===== config.mk =====
export PLATFORM = sky130hd
export DESIGN_NAME = rgvb_top
export DESIGN_NICKNAME = d
export VERILOG_FILES = /design/src/design/rgvb_pkg.sv /design/src/design/rgvb_match.sv /design/src/design/rgvb_top.sv
export VERILOG_INCLUDE_DIRS = /design/src /design/src/design
export SDC_FILE = /design/constraint.sdc
export NUM_CORES = 1
export LEC_CHECK = 0
export ABC_AREA = 1
export ABC_CLOCK_PERIOD_IN_PS = 2850
export BUFFER_PORTS_ARGS = -buffer_cell sky130_fd_sc_hd__clkbuf_2
export CAP_MARGIN = 20
export CORE_UTILIZATION = 44
export CTS_BUF_LIST = sky130_fd_sc_hd__clkbuf_8
export CTS_CLUSTER_DIAMETER = 50
export DETAILED_ROUTE_END_ITERATION = 6
export HOLD_SLACK_MARGIN = 0.03
export PLACE_DENSITY = 0.95
export SKIP_LAST_GASP = 1
export SYNTH_ARGS = -nofsm -noshare
export SYNTH_HDL_FRONTEND = slang
export SYNTH_SLANG_ARGS = --single-unit

===== constraint.sdc =====
create_clock -name hclk -period 2.85 [get_ports hclk]
set_input_delay 0.57 -clock hclk [delete_from_list [all_inputs] [get_ports hclk]]
set_output_delay 0.57 -clock hclk [all_outputs]
set_load 0.03 [all_outputs]

===== src/design/rgvb_defines.svh =====
// Functional notes
// RL1 - top bit 1 turns regulator off
// RL2 - read-only bit shows live supply level
// RL3 - polarity bit picks low or high trigger
// RL4 - irq only when enabled and level matches
// RL5 - irq level-sensitive, no pending flag kept
// RL6 - reset request when selected and level matches
// RL7 - mode bit 1 selects low-power suspend
// RL8 - low four bits read zero, write zero
// RL9 - writes never alter the status bit
`ifndef RGVB_DEFINES_SVH
`define RGVB_DEFINES_SVH
`define RGVB_CTRL_OFFSET 12'h000
`define RGVB_CFG_OFFSET 12'h004
`define RGVB_CTRL_RESET 8'h00
`define RGVB_CFG_RESET 2'h0
`define RGVB_BIT_OFF 7
`define RGVB_BIT_LEVEL 6
`define RGVB_BIT_POL 5
`define RGVB_BIT_LOWPWR 4
`define RGVB_BIT_IRQ_EN 0
`define RGVB_BIT_RST_EN 1
`define RGVB_RSVD_MASK 8'h0F
`endif


===== src/design/rgvb_pkg.sv =====
package rgvb_pkg;
    typedef logic [7:0] rgvb_ctrl_t;
    typedef logic [1:0] rgvb_cfg_t;
endpackage : rgvb_pkg


===== src/design/rgvb_match.sv =====
`timescale 1ns/1ps
// compares the supply level with the chosen polarity
module rgvb_match (
    input wire logic level,
    input wire logic polarity,
    output logic match
);
    // high polarity matches a high level, low matches low
    assign match = (level == polarity); // [RL3]
endmodule : rgvb_match


===== src/design/rgvb_top.sv =====
`timescale 1ns/1ps
`include "rgvb_defines.svh"
module rgvb_top
    import rgvb_pkg::*;
(
    input wire logic hclk,
    input wire logic hresetn,
    input wire logic hsel,
    input wire logic [11:0] haddr,
    input wire logic [1:0] htrans,
    input wire logic hwrite,
    input wire logic [2:0] hsize,
    input wire logic [31:0] hwdata,
    input wire logic hready,
    output logic [31:0] hrdata,
    output logic hreadyout,
    output logic hresp,
    input wire logic bus_supply_in,
    output logic regulator_off,
    output logic regulator_low_power_sel,
    output logic bus_supply_irq,
    output logic bus_supply_reset_req
);
    rgvb_ctrl_t ctrl;
    rgvb_ctrl_t next_ctrl;
    rgvb_cfg_t cfg;
    rgvb_cfg_t next_cfg;
    logic wr_pend;
    logic next_wr_pend;
    logic [11:0] wr_addr;
    logic [11:0] next_wr_addr;
    logic [31:0] next_hrdata;
    logic match;
    logic bus_supply_level;
    logic irq_q;
    logic next_irq;
    logic rst_q;
    logic next_rst;

    // read view of control register, live level and zero low nibble
    function automatic logic [7:0] ctrl_view(input rgvb_ctrl_t c, input logic lvl);
        ctrl_view = {c[7], lvl, c[5:4], 4'h0}; // [RL2] [RL8]
    endfunction : ctrl_view

    assign bus_supply_level = bus_supply_in; // [RL2]

    rgvb_match u_match (
        .level(bus_supply_level),
        .polarity(ctrl[`RGVB_BIT_POL]),
        .match(match)
    );

    // bus answers at once, always okay
    assign hreadyout = 1'b1;
    assign hresp = 1'b0;

    // register file and ahb slave next values
    always_comb begin
        next_ctrl = ctrl;
        next_cfg = cfg;
        next_wr_pend = 1'b0;
        next_wr_addr = wr_addr;
        next_hrdata = hrdata;
        if (wr_pend) begin
            if (wr_addr == `RGVB_CTRL_OFFSET) begin
                // status bit and reserved bits are not stored
                next_ctrl = hwdata[7:0] & 8'hB0; // [RL1] [RL7] [RL8] [RL9]
            end else if (wr_addr == `RGVB_CFG_OFFSET) begin
                next_cfg = hwdata[1:0];
            end
        end
        if (hsel && hready && htrans[1]) begin
            next_wr_pend = hwrite;
            next_wr_addr = {haddr[11:2], 2'b00};
            if (!hwrite) begin
                if ({haddr[11:2], 2'b00} == `RGVB_CTRL_OFFSET) begin
                    next_hrdata = {24'h000000, ctrl_view(ctrl, bus_supply_level)};
                end else if ({haddr[11:2], 2'b00} == `RGVB_CFG_OFFSET) begin
                    next_hrdata = {30'h0, cfg};
                end else begin
                    next_hrdata = 32'h00000000; // unmapped reads zero
                end
            end
        end
    end

    // event outputs follow the match one clock later, registered but with no pending flag
    always_comb begin
        next_irq = cfg[`RGVB_BIT_IRQ_EN] & match; // [RL4] [RL5]
        next_rst = cfg[`RGVB_BIT_RST_EN] & match; // [RL6]
    end

    // register state
    always_ff @(posedge hclk or negedge hresetn) begin
        if (!hresetn) begin
            ctrl <= `RGVB_CTRL_RESET;
            cfg <= `RGVB_CFG_RESET;
            wr_pend <= 1'b0;
            wr_addr <= 12'h000;
            hrdata <= 32'h00000000;
            irq_q <= 1'b0;
            rst_q <= 1'b0;
        end else begin
            ctrl <= next_ctrl;
            cfg <= next_cfg;
            wr_pend <= next_wr_pend;
            wr_addr <= next_wr_addr;
            hrdata <= next_hrdata;
            irq_q <= next_irq;
            rst_q <= next_rst;
        end
    end

    assign regulator_off = ctrl[`RGVB_BIT_OFF]; // [RL1]
    assign regulator_low_power_sel = ctrl[`RGVB_BIT_LOWPWR]; // [RL7]
    assign bus_supply_irq = irq_q;
    assign bus_supply_reset_req = rst_q;
endmodule : rgvb_top


==> metrics.md <==
| Metric | Value |
|---|---|
| Die Wd | `55.3 um` |
| Max-slew headroom | `0.633` |
| Yosys warning count | `0` |
| Die footprint | `3050 um^2` |
| Synthesized area | `around 1200 um^2` |
| Initial core utilization | `0.486` |
| Switching Share | `0.327` |
| Wire length per cell | `9.98 um` |
| PnR worst setup slack | `1.42 ns` |
| CP Capture Type | `output port` |
| Crit-path leading delay family | `flip-flops` |
| Period utilization | `0.503` |
| Crit path max fanout | `3` |
| Share of layout cells above drive strength 1 | `0.242` |
| Arr. time, crit path | `between 0.8 and 0.9 ns` |
| Placed insts | `between 200 and 250` |
| Peak supply drop | `between 300 and 400 uV` |
| Syn-to-layout area delta | `10.4%` |
| Internal power | `approximately 0.00055 W` |
| Register area share after synthesis | `0.481` |
| Chip Height | `about 55 um` |
| Setup TNS | `0 ns` |
| CP max stage delay | `roughly 0.38 ns` |
| Rows | `18` |
| Reg-to-Reg Start | `wr_addr[7]` |
| Unique masters post-synth | `18` |
| Post-route ant nets | `0` |
| Setup CP Type | `flop to output port` |
| Largest net degree at the start of global routing | `25` |
| Global-route wire length before repair | `roughly 3.3 mm` |
| Switch Pwr | `roughly 0.00027 W` |
| Vias per inst | `between 4 and 5` |
| Clock Path Buffers | `2` |
| Mapped Avg Cell Area | `8.32 um^2` |
| Clk_skew | `0.00372 ns` |
| Core area | `around 2600 um^2` |
| CTS tree | `built` |
| Slew Viols, Final | `0` |
| Gate Count Post-Synth | `150` |
| Pleak | `around 0.8 nW` |
| # setup viols final | `0` |
| FF+latch count, synth | `24` |
| Clock Latency Late Sink | `between 0.2 and 0.3 ns` |
| Num CTS Buffers | `3` |
| Slowest CP cell | `dfrtp_1` |
| Unrepaired setup endpoints after global routing | `false` |
| Grt ovf | `0` |
| Critical Path Source Type | `flop` |
| RR Endpoint | `cfg[1]` |
| Layout Cells excl Fill | `212` |
| I/O pins | `93` |
| Critical path buffer and inverter count | `1` |
| Final hold violations | `0` |
| Post_cts resized | `0` |
| Initial DRC count | `20` |
| Final GP Congestion | `between 0.8 and 0.9` |
| FF-to-FF path depth | `6` |
| Pwr Density | `596 nW/um^2` |
| Place WS | `1.30 ns` |
| Clk network pwr share | `0.277` |
| Total global-route track usage | `0.141` |
| First drt pass iteration count | `4` |
| Commonest non-fill, non-tap cell in the layout | `nand2_1` |
| Postcts setup bufs | `0` |
| Fin crit period | `~1.4 ns` |
| Reg clk slew, reported paths | `about 0.08 ns` |
| Fill count | `around 250` |
| Post-DP HPWL | `between 1.5 and 2 mm` |
| Vias in the first global route | `about 780` |
| Antenna violations before repair | `0` |
| Worst Tran Pin Value | `0.551 ns` |
| # diodes | `0` |
| Final instance area | `1380 um^2` |
| Nets | `between 200 and 250` |
| WP data required | `2.28 ns` |
| Run status | `complete, no violations` |
| Final wirelength | `2.12 mm` |
| Max_cap viols | `0` |
| Met2 Use GR | `0.238` |
| Sequential share of power | `0.499` |
| Residual DRC | `0` |
| Clk sink count | `24` |
| Max Fclk | `0.698 GHz` |
| GRT Max-Usage Layer | `met2` |
| GR Layer Usage met1 | `0.169` |
| CP cell instances | `clkbuf_2` |
| Grt met3 use | `0.0211` |
| DP Area | `1320 um^2` |
| # H-tree levels | `1` |
| Hold WC Path Type | `primary input to asynchronous set/reset pin` |
| Logic pwr share | `0.225` |
| Most frequent cells in the layout | `nand2_1 (55), clkbuf_2 (31), conb_1 (28)` |
| Vias | `between 900 and 1000` |
| Cts hold-fix bufs | `0` |
| Root Driver | `clkbuf_8` |
| Port Buf Inserts | `31` |
| Reg2reg setup slack | `roughly 1.7 ns` |
-- logic make-up (layout without fill, tap and decap cells) --
logic type | after synthesis | in the layout | synth area share
AO/OA/AOI/OAI | 1 | 1 | 0.00400
XOR/XNOR | 1 | 1 | 0.00702
buffers and inverters | 36 | 42 | 0.193
flip-flops | 24 | 24 | 0.481
other | 2 | 28 | 0.00601
AND/OR/NAND/NOR | 86 | 86 | 0.309
-- worst register-to-register path: cells and delay by family (launching register included) --
| family | cells | cell delay, ns |
|---|---|---|
| and+or+nand+nor | 6 | 0.65 |
| DFF | 1 | 0.39 |
-- worst max path at each step --
stage,from,to,depth (start not counted)
after floorplan,htrans[1],hrdata[4],5
after global placement,htrans[1],hrdata[7],6
after detailed placement,htrans[1],hrdata[1],6
after CTS,ctrl[4],regulator_low_power_sel,1
after global routing,ctrl[4],regulator_low_power_sel,1
final,ctrl[4],regulator_low_power_sel,1
-- state kept, by name, summed over array words and instances, names as in the netlist --
name	flops
bus_supply_irq	1
bus_supply_reset_req	1
cfg	2
ctrl	3
hrdata	6
wr_addr	10
wr_pend	1
-- through the flow --
stage	total power, W	util	hold WS (ns)
2_1_floorplan	0.000576	-	0.274
3_3_place_gp	0.000595	0.516	0.465
3_5_place_dp	0.000601	0.516	0.470
4_1_cts	0.000823	0.537	0.297
5_1_grt	0.000863	0.537	0.315
6_report	0.000822	0.537	0.272
-- cell type report --
class | count | area (um^2) | area share
Sequential cell | 24 | 601 | 0.436
Timing Repair Buffer | 31 | 155 | 0.113
Clock buffer | 4 | 55.1 | 0.0399
Multi-Input combinational cell | 116 | 504 | 0.366
Inverter | 7 | 26.3 | 0.0191
Tap cell | 30 | 37.5 | 0.0272
-- cells in the mapped netlist --
library cell,instances,share of area
inv_1,5,0.015
nand2_1,55,0.17
buf_4,28,0.17
buf_2,1,0.0040
xor2_1,1,0.0070
nand3_2,1,0.0080
inv_2,2,0.0060
nor2_4,2,0.018
nand3_1,5,0.020
nor3b_2,1,0.010
nor2_2,1,0.0050
conb_1,2,0.0060
dfrtp_1,24,0.48
o21ai_1,1,0.0040
nor2_1,13,0.039
nand4_1,6,0.030
nand2_2,1,0.0050
nor3_2,1,0.0080
-- power by group through the flow --
| stage | sequential, W | combinational, W | clock [W] |
|---|---|---|---|
| final | 0.000410 | 0.000185 | 0.000227 |
| after detailed placement | 0.000415 | 0.000186 | 0 |
| after floorplan | 0.000442 | 0.000135 | 0 |
| after CTS | 0.000409 | 0.000186 | 0.000228 |
| after global placement | 0.000414 | 0.000181 | 0 |
| after global routing | 0.000416 | 0.000202 | 0.000245 |
-- routing by layer --
metal | up-vias | share of wire
met5 | - | 0
met3 | 5 | 0.058
met1 | 431 | 0.39
met4 | 0 | 0.025
met2 | 39 | 0.52
li1 | 473 | -
(Power assumes the default switching activity.)
